## config.mk

```make
export PLATFORM = sky130hd
export DESIGN_NAME = i2c_fast_scl_regs
export DESIGN_NICKNAME = d
export VERILOG_FILES = /design/src/i2c_scl_pkg.sv /design/src/scl_timing_if.sv /design/src/scl_phase_timer.sv /design/src/i2c_fast_scl_regs.sv
export VERILOG_INCLUDE_DIRS = /design/src
export SDC_FILE = /design/constraint.sdc
export NUM_CORES = 1
export LEC_CHECK = 0
export CAP_MARGIN = 20
export CORE_MARGIN = 1
export CORE_UTILIZATION = 40
export CTS_CLUSTER_SIZE = 14
export DETAILED_ROUTE_END_ITERATION = 8
export DONT_BUFFER_PORTS = 1
export PLACE_DENSITY = 0.65
export SYNTH_ARGS = -nofsm -noshare
export SYNTH_HDL_FRONTEND = slang
export SYNTH_SLANG_ARGS = --single-unit
```

## constraint.sdc

```tcl
create_clock -name sys_clk_i -period 4.6 [get_ports sys_clk_i]
set_input_delay 0.23 -clock sys_clk_i [delete_from_list [all_inputs] [get_ports sys_clk_i]]
set_output_delay 0.23 -clock sys_clk_i [all_outputs]
set_load 0.01 [all_outputs]
```

## src/i2c_scl_defs.svh

```systemverilog
/*
 * Constants for the fast-mode SCL phase count registers: offsets, reset values,
 * minimum counts and field widths.
 * Assumes it is included by bare name from files that need these numbers.
 */
`ifndef I2C_SCL_DEFS_SVH
`define I2C_SCL_DEFS_SVH

`define ADDR_W          8
`define DATA_W          32
`define CNT_W           14
`define PAD_W           18
`define FS_HIGH_OFFSET  8'h1c
`define FS_LOW_OFFSET   8'h20
`define FS_HIGH_RESET   14'h0006
`define FS_LOW_RESET    14'h0082
`define FS_HIGH_MIN     14'h0006
`define FS_LOW_MIN      14'h0008
`define PAD_ZERO        18'h0_0000
`define WORD_ZERO       32'h0000_0000
`define CNT_ONE         14'h0001
`define BYTE0_LO        0
`define BYTE1_LO        8
`define BYTE1_HI        13
`define STRB_BYTE0      0
`define STRB_BYTE1      1

`endif

```

## src/i2c_scl_pkg.sv

```systemverilog
/*
 * Types shared by the fast-mode SCL count registers and the phase timer.
 * Assumes the constants header is available for widths.
 */
`include "i2c_scl_defs.svh"

package i2c_scl_pkg;

	typedef logic [`CNT_W-1:0] phase_count_t;

	typedef enum logic [1:0] {
		PHASE_IDLE,
		PHASE_HIGH,
		PHASE_LOW
	} scl_phase_t;

endpackage

```

## src/scl_timing_if.sv

```systemverilog
/*
 * Carrier between the register block and the SCL phase timer.
 * Assumes both ends run on the same clock and reset.
 */
`timescale 1ns/1ps

interface scl_timing_if;

	logic                      run;
	i2c_scl_pkg::phase_count_t high_count;
	i2c_scl_pkg::phase_count_t low_count;
	logic                      scl_level;
	logic                      busy;

	modport regs  (output run, output high_count, output low_count, input scl_level, input busy);
	modport timer (input run, input high_count, input low_count, output scl_level, output busy);

endinterface

```

## src/scl_phase_timer.sv

```systemverilog
/*
 * SCL phase timer: holds SCL high for high_count cycles, then low for
 * low_count cycles, repeating while run is asserted.
 * Assumes counts are already clamped to their minimums by the register block.
 */
`timescale 1ns/1ps
`include "i2c_scl_defs.svh"

module scl_phase_timer (
	input  wire logic         sys_clk_i,
	input  wire logic         rst_i,
	scl_timing_if.timer       bus
);

	i2c_scl_pkg::scl_phase_t   phase;
	i2c_scl_pkg::scl_phase_t   next_phase;
	i2c_scl_pkg::phase_count_t count;
	i2c_scl_pkg::phase_count_t next_count;
	wire logic                 high_done;
	wire logic                 low_done;

	// Phase ends once the cycle count reaches the programmed length
	assign high_done = (count >= bus.high_count);
	assign low_done  = (count >= bus.low_count);

	// Next phase and count selection
	always_comb begin
		next_phase = phase;
		next_count = count + `CNT_ONE;
		unique case (phase)
			i2c_scl_pkg::PHASE_IDLE: begin
				next_count = `CNT_ONE;
				if (bus.run) begin
					next_phase = i2c_scl_pkg::PHASE_HIGH;
				end
			end
			i2c_scl_pkg::PHASE_HIGH: begin
				if (high_done) begin
					next_phase = i2c_scl_pkg::PHASE_LOW;
					next_count = `CNT_ONE;
				end
			end
			i2c_scl_pkg::PHASE_LOW: begin
				if (low_done) begin
					next_phase = i2c_scl_pkg::PHASE_HIGH;
					next_count = `CNT_ONE;
				end
			end
			default: begin
				next_phase = i2c_scl_pkg::PHASE_IDLE;
				next_count = `CNT_ONE;
			end
		endcase
		if (!bus.run) begin
			next_phase = i2c_scl_pkg::PHASE_IDLE;
			next_count = `CNT_ONE;
		end
	end

	// State, count and registered SCL level
	always_ff @(posedge sys_clk_i) begin
		if (rst_i) begin
			phase         <= i2c_scl_pkg::PHASE_IDLE;
			count         <= `CNT_ONE;
			bus.scl_level <= 1'b1;
			bus.busy      <= 1'b0;
		end else begin
			phase         <= next_phase;
			count         <= next_count;
			bus.scl_level <= (next_phase != i2c_scl_pkg::PHASE_LOW);
			bus.busy      <= (next_phase != i2c_scl_pkg::PHASE_IDLE);
		end
	end

endmodule

```

## src/i2c_fast_scl_regs.sv

```systemverilog
/*
 * Fast-mode SCL high and low phase count registers on the APB register port,
 * with the SCL phase timer that they steer.
 * Assumes the controller supplies its enable bit and the current speed and
 * sequence type; standard and high-speed timing live elsewhere.
 */
`timescale 1ns/1ps
`include "i2c_scl_defs.svh"

// Summary of operation
// - Fast high count times SCL high phase in fast and fast-plus modes.
// - Master code, START BYTE and general call use the fast counts.
// - High count accepts writes only while controller enable bit is 0.
// - High count written below 6 is stored as 6.
// - Low count writes while enabled are ignored, value kept.
// - Low count written below 8 is stored as 8.
// - Low count sits at offset 0x20 and resets to 0x82.
module i2c_fast_scl_regs (
	input  wire logic              sys_clk_i,
	input  wire logic              rst_i,
	input  wire logic              psel_i,
	input  wire logic              penable_i,
	input  wire logic              pwrite_i,
	input  wire logic [`ADDR_W-1:0] paddr_i,
	input  wire logic [`DATA_W-1:0] pwdata_i,
	input  wire logic [3:0]        pstrb_i,
	input  wire logic              ctrl_enable_i,
	input  wire logic              fast_mode_i,
	input  wire logic              special_seq_i,
	input  wire logic              scl_run_i,
	output logic [`DATA_W-1:0]     prdata_o,
	output logic                   pready_o,
	output logic                   pslverr_o,
	output logic [`CNT_W-1:0]      fast_high_count_o,
	output logic [`CNT_W-1:0]      fast_low_count_o,
	output logic                   scl_o,
	output logic                   timing_active_o
);

	scl_timing_if timing ();

	i2c_scl_pkg::phase_count_t fast_scl_high_count;
	i2c_scl_pkg::phase_count_t fast_scl_low_count;
	i2c_scl_pkg::phase_count_t next_high;
	i2c_scl_pkg::phase_count_t next_low;
	wire logic                 setup_phase;
	wire logic                 access_write;
	wire logic                 hit_high;
	wire logic                 hit_low;
	wire logic                 hit_any;
	wire logic                 write_allowed;
	wire logic [`DATA_W-1:0]   read_word;

	// Byte-lane merge of a write into the stored count field
	function automatic i2c_scl_pkg::phase_count_t merge_bytes(
		input i2c_scl_pkg::phase_count_t old_val,
		input logic [`DATA_W-1:0]        wdata,
		input logic [3:0]                strb
	);
		i2c_scl_pkg::phase_count_t val;
		val = old_val;
		if (strb[`STRB_BYTE0]) begin
			val[`BYTE1_LO-1:`BYTE0_LO] = wdata[`BYTE1_LO-1:`BYTE0_LO];
		end
		if (strb[`STRB_BYTE1]) begin
			val[`BYTE1_HI:`BYTE1_LO] = wdata[`BYTE1_HI:`BYTE1_LO];
		end
		return val;
	endfunction

	// Raise a value below the floor up to the floor
	function automatic i2c_scl_pkg::phase_count_t clamp_min(
		input i2c_scl_pkg::phase_count_t val,
		input i2c_scl_pkg::phase_count_t floor_val
	);
		return (val < floor_val) ? floor_val : val;
	endfunction

	// APB phase and address decode
	assign setup_phase   = psel_i && !penable_i;
	assign access_write  = psel_i && penable_i && pready_o && pwrite_i && !pslverr_o;
	assign hit_high      = (paddr_i == `FS_HIGH_OFFSET);
	assign hit_low       = (paddr_i == `FS_LOW_OFFSET);
	assign hit_any       = hit_high || hit_low;
	assign write_allowed = !ctrl_enable_i;

	// Clamped candidate values; a refused write keeps the old value
	assign next_high = (access_write && hit_high && write_allowed) ?
		clamp_min(merge_bytes(fast_scl_high_count, pwdata_i, pstrb_i), `FS_HIGH_MIN) :
		fast_scl_high_count;
	assign next_low  = (access_write && hit_low && write_allowed) ?
		clamp_min(merge_bytes(fast_scl_low_count, pwdata_i, pstrb_i), `FS_LOW_MIN) :
		fast_scl_low_count;

	// Read mux with reserved upper bits at zero
	assign read_word = hit_high ? {`PAD_ZERO, fast_scl_high_count} :
		hit_low ? {`PAD_ZERO, fast_scl_low_count} : `WORD_ZERO;

	// Count registers
	always_ff @(posedge sys_clk_i) begin
		if (rst_i) begin
			fast_scl_high_count <= `FS_HIGH_RESET;
			fast_scl_low_count  <= `FS_LOW_RESET;
		end else begin
			fast_scl_high_count <= next_high;
			fast_scl_low_count  <= next_low;
		end
	end

	// APB answer: ready and error prepared in setup, one wait-free access
	always_ff @(posedge sys_clk_i) begin
		if (rst_i) begin
			pready_o  <= 1'b0;
			pslverr_o <= 1'b0;
			prdata_o  <= `WORD_ZERO;
		end else begin
			pready_o  <= setup_phase;
			pslverr_o <= setup_phase && !hit_any;
			prdata_o  <= (setup_phase && !pwrite_i) ? read_word : `WORD_ZERO;
		end
	end

	// Fast counts drive the timer in fast modes and special sequences
	assign timing.run        = scl_run_i && (fast_mode_i || special_seq_i);
	assign timing.high_count = fast_scl_high_count;
	assign timing.low_count  = fast_scl_low_count;

	scl_phase_timer u_timer (
		.sys_clk_i (sys_clk_i),
		.rst_i     (rst_i),
		.bus       (timing.timer)
	);

	// Registered copies of the counts and timer state
	always_ff @(posedge sys_clk_i) begin
		if (rst_i) begin
			fast_high_count_o <= `FS_HIGH_RESET;
			fast_low_count_o  <= `FS_LOW_RESET;
			scl_o             <= 1'b1;
			timing_active_o   <= 1'b0;
		end else begin
			fast_high_count_o <= fast_scl_high_count;
			fast_low_count_o  <= fast_scl_low_count;
			scl_o             <= timing.scl_level;
			timing_active_o   <= timing.busy;
		end
	end

endmodule

```

## Yosys cells after proc, flatten, opt, wreduce, memory -nomap -nowiden

Cells that the tools add are included.

- Register bits after elaboration: 110
- Latch bits: 0
- Bits in writable memories: 0
- Bits in read-only memories: 0
- Bits of input ports: 53
- Word-level logic and storage cells: 65
- Memories: 0

- $add $sub $neg: 1
- $mul: 0
- Div/mod/pow operators: 0
- $lt $le $gt $ge: 4
- Equal/unequal tests: 5
- Shift operators: 0
- Multiplexer cells: 15
- Bitwise logic cells: 2
- Reduce and logical (&&, ||, !) cells: 24

Operator list:

| cell | number |
|---|---|
| 14-bit 2-to-1 mux | 6 |
| 14-bit >= comparator | 2 |
| 14-bit one-hot mux with 2 select lines | 1 |
| 8-bit 2-to-1 mux | 2 |
| 14-bit by 1-bit adder with 14-bit output, second input constant | 1 |
| 14-bit by 3-bit < comparator with 1-bit output, second input constant | 1 |
| 14-bit by 4-bit < comparator with 1-bit output, second input constant | 1 |
| 1-bit logical AND | 12 |
| 6-bit 2-to-1 mux | 2 |
| 8-bit by 5-bit equality test with 1-bit output, second input constant | 1 |
| 8-bit by 6-bit equality test with 1-bit output, second input constant | 1 |
| 2-bit 2-to-1 mux | 3 |
| 2-bit one-hot mux with 3 select lines | 1 |
| 1-bit logical NOT | 5 |
| 2-bit OR reduction | 2 |
| 3-bit OR reduction | 1 |
| 2-bit by 1-bit equality test with 1-bit output, second input constant | 1 |
| 2-bit equality test, second input constant | 1 |
| 2-bit logical NOT | 1 |
| 1-bit logical OR | 2 |
| 2-bit inequality test, second input constant | 1 |
| 1-bit inverter | 2 |
| 2-bit nonzero test | 1 |

## Longest topological paths before layout

- Depth in word-level cells: 6
- Gate-level depth with buffers: 9

## Modules after synthesis

Synthesis repeated with hierarchy kept, for this count alone.

- Cell total of the unflattened synthesis: 462
- Area, all modules: 4310.4 um2

Modules (own cells, without submodules):

| module | instances | cells each | area each (um2) | seq. area each (um2) |
|---|---|---|---|---|
| i2c_fast_scl_regs | 1 | 277 | 2763.9 | 1481.4 |
| scl_phase_timer | 1 | 185 | 1546.5 | 360.3 |

## Worst setup path before layout

No wires, ideal clock.

- Path type: flip-flop to flip-flop
- Start: register fast_scl_low_count[7]
- End: register u_timer.bus.scl_level
- Arrival: 2027 ps
- Data required time: 4473 ps
- Setup slack: 2446 ps
- Cell stages (with the launch flop): 9
- Path buffers: 0
- Period minus slack after synthesis: 2154 ps
- Cells stage by stage: dfxtp_1 -> inv_1 -> ha_1 -> a21oi_1 -> o21ai_0 -> a2111oi_0 -> a21oi_1 -> nand2b_1 -> or3_1

- Longest elaborated chain between the ends: 5

RTL lines:

| item | RTL line | text |
|---|---|---|
| from (decl) | i2c_fast_scl_regs.sv:43 | `i2c_scl_pkg::phase_count_t fast_scl_low_count;` |
| from (signal assigned) | i2c_fast_scl_regs.sv:103 | `` fast_scl_low_count <= `FS_LOW_RESET; `` |
| from (signal assigned) | i2c_fast_scl_regs.sv:106 | `fast_scl_low_count <= next_low;` |
| 14-bit >= comparator | scl_phase_timer.sv:24 | `assign low_done = (count >= bus.low_count);` |
| 2-bit 2-to-1 mux | scl_phase_timer.sv:44 | `if (low_done) begin` |
| 2-bit one-hot mux with 3 select lines | scl_phase_timer.sv:30 | `unique case (phase)` |
| 2-bit 2-to-1 mux | scl_phase_timer.sv:54 | `if (!bus.run) begin` |
| 2-bit inequality test | scl_phase_timer.sv:70 | `bus.scl_level <= (next_phase != i2c_scl_pkg::PHASE_LOW);` |
| to (signal assigned) | scl_phase_timer.sv:70 |  |
| to (decl) | scl_timing_if.sv:16 | `modport timer (input run, input high_count, input low_count, output scl_level, output busy);` |

No other way between the ends.
A chain may end at the register's enable or synchronous reset.

## Worst setup path in the final report

- Start: register fast_scl_low_count[12]
- End: register u_timer.bus.scl_level

The elaborated chain is that of the path after synthesis.

==> flow_summary.toml <==
[worst_setup_path]
cp-start-kind = "register"
worst_setup_path_end_kind = "register"
cp_max_fo = 4
crit_type = "register to register"
crit_arrival_ns = 2.86
cp.required_ns = 4.84

[placement]
dp_hpwl_um = 7430
routabilityCongestion = 0.881
port_buffers = 0

[floorplanning]
core_sq_um = 10300
fp-row-count = 37
start_util_pct = 41.3
die-area_sq_um = 11100
die_width_um = 105
ios = 117
dieHeight_um = 105

[final_layout]
areaGrowthSynthToFinish_pct = 8.74
fillers = 1008
n_antenna_cell = 0
layout.area.seq_sq_um = 1840
multi_input_comb_area_sq_um = 2120
nets = 572
final_util_pct = 44.9
drive_gt1_share_pct = 6.94

[drt]
drcViolationCount = 0
vias = 3346
drtIter0Drc = 207
drtPass1Iterations = 5
postRouteAntennaNets = 0
route.detailed.wl_per_inst_um = 16.2
wl_um = 10100
routed_via_density = 5.35

[sta]
relSlewSlack_pct = 52.0
setup_viol = 0
timing.hold.ws_ns = 0.0103
worst_pin_slew_ns = 0.714
tns_ns = 0
hold_viol = 0
clock_skew_ns = 0.0107
maxSlewViolCount = 0
min_period_over_period_pct = 56.9
max_freq_mhz = 382
min_period_ns = 2.62
rsz0062_at_grt = "false"

[clock_tree]
ctsHtreeMaxLevel = 3
cts_made_buffers = 9
cts_resized = 0
cts.clk_slew.worst_paths_ns = 0.09
cts_tree = "built"
root_buffer = "clkbuf_8"
clock_latency_ns = 0.37
clockBufferDepth = 2
clock_sinks = 92

[power_and_ir_drop]
p_per_area_nw_per_um2 = 325
leakage_nw = 1.73
peakVddDrop_mv = 0.132

[global_routing]
grt_max_degree = 60
antenna_found_initial = 0
grt_pass1_wl_um = 16600
grt_pass1_vias = 3317
overflow = 0
track_usage_pct = 19.4

[run_status]
outcome = "completed"

[yosys]
synth.area.top_cells = "dfxtp_1 43%, ha_1 9.7%, nor2_1 7.4%"
synth_commonest_cells = "92 x dfxtp_1, 84 x nor2_1, 38 x inv_1, 33 x ha_1, 31 x a22oi_1"
synth.avg_cell_area_sq_um = 8.91
seq_area_frac_synth_pct = 43.2
ys_types = 56
synth-seq-cells = 92
yosys.area.top_type_share_pct = 43.2
synthFlopType = "dfxtp_1"
yosysMostFrequentCell = "dfxtp_1"
async_flop_share_pct = 0
yosysWarnings = 0
syn_area_sq_um = 4270
synthCells = 479
synth_top_cell_by_area = "dfxtp_1"
synth-edff-count = 0

[min_path]
hold_path.class = "input port to register"

[job]
cap_violations = 0
[critical path: stages, from the launching register on]
cell	delay, ns
dfxtp_1	0.40
inv_1	0.10
ha_1	0.33
a21oi_1	0.13
a21boi_0	0.18
a2111oi_0	0.61
a21oi_1	0.16
nand2b_1	0.21
or3_1	0.37
[routing by layer]
layer  share of wire (%)  track usage, %  vias to the layer above
met4                 2.5            8.35                        0
met3                 8.0            5.38                       18
met2                  45            30.9                      132
li1                    -               -                     1633
met1                  45            24.4                     1563
met5                   0               0                        -
[placed cells by master, fill, tap and decap left out, drive strengths merged, types with 5 or more instances in the layout]
master       synthesis  routed
nor3                 5       5
nand3               16      16
nand2               23      23
nand2b               5       5
dfxtp               92      92
nor3b                5       5
xor2                 7       7
nor2                85      85
xnor2                5       5
inv                 38      38
ha                  33      33
a22oi               31      31
clkbuf              13      11
a21oi               24      24
dlygate4sd3          0       8
o21ai               10      10
conb                 1      18
nand4                7       7
nor2b                6       6
or2                  7       7
nor4                 9       9
[state kept, by name, summed over array words and instances, names as in the netlist]
register / flops
pready_o: 1
u_timer.count: 14
fast_scl_high_count: 14
pslverr_o: 1
u_timer.phase: 2
fast_scl_low_count: 14
fast_low_count_o: 14
timing_active_o: 1
u_timer.bus.scl_level: 1
prdata_o: 14
fast_high_count_o: 14
u_timer.bus.busy: 1
scl_o: 1
[worst paths after layout]
kind,slack [ns],to,cells past startpoint,startpoint
setup / recovery,1.98,u_timer.bus.scl_level$_SDFF_PP1_,8,fast_scl_low_count[12]$_SDFFE_PP0P_
hold / removal,0.01,fast_scl_low_count[6]$_SDFFE_PP0P_,2,pwdata_i[6]
setup reg to reg,1.98,u_timer.bus.scl_level$_SDFF_PP1_,8,fast_scl_low_count[12]$_SDFFE_PP0P_
hold reg to reg,0.43,scl_o$_SDFF_PP1_,1,u_timer.bus.scl_level$_SDFF_PP1_
[timing repair]
item,CTS,global route
setup buffers,0,0
hold buffers,8,1
endpoints found under the hold margin,59,1
[layout make-up]
class | instances | share of cell area [%]
Clock buffer | 11 | 3.05
Clock inverter | 4 | 2.10
Inverter | 38 | 3.07
Multi-Input combinational cell | 334 | 45.8
Sequential cell | 92 | 39.7
Tap cell | 136 | 3.67
Timing Repair Buffer | 11 | 2.64
[kinds of logic (layout without fill, tap and decap cells)]
logic type,Yosys count,in the layout,synth area share (%)
buf+inv,70,64,8.56
xor+xnor,12,12,2.46
simple gates,182,182,21.8
compound gates,89,89,14.2
fa+ha+maj,33,33,9.68
flops,92,92,43.2
other cells,1,18,0.0879
[stage by stage]
step	power [mW]	worst slack, ns	cell area [sq um]	instances
global placement	0.850	2.17	4290	602
floorplan	0.870	2.45	4330	496
detailed placement	0.851	2.10	4290	602
CTS	1.52	2.04	4630	625
global route	1.56	1.84	4640	626
finish	1.51	1.98	4640	626
[where the power goes]
| part | leakage, nW | internal [mW] | switching, mW |
|---|---|---|---|
| combinational | 0.869 | 0.0184 | 0.0313 |
| clock | 0.116 | 0.373 | 0.283 |
| sequential | 0.742 | 0.798 | 0.00214 |
(Power assumes the default switching activity.)
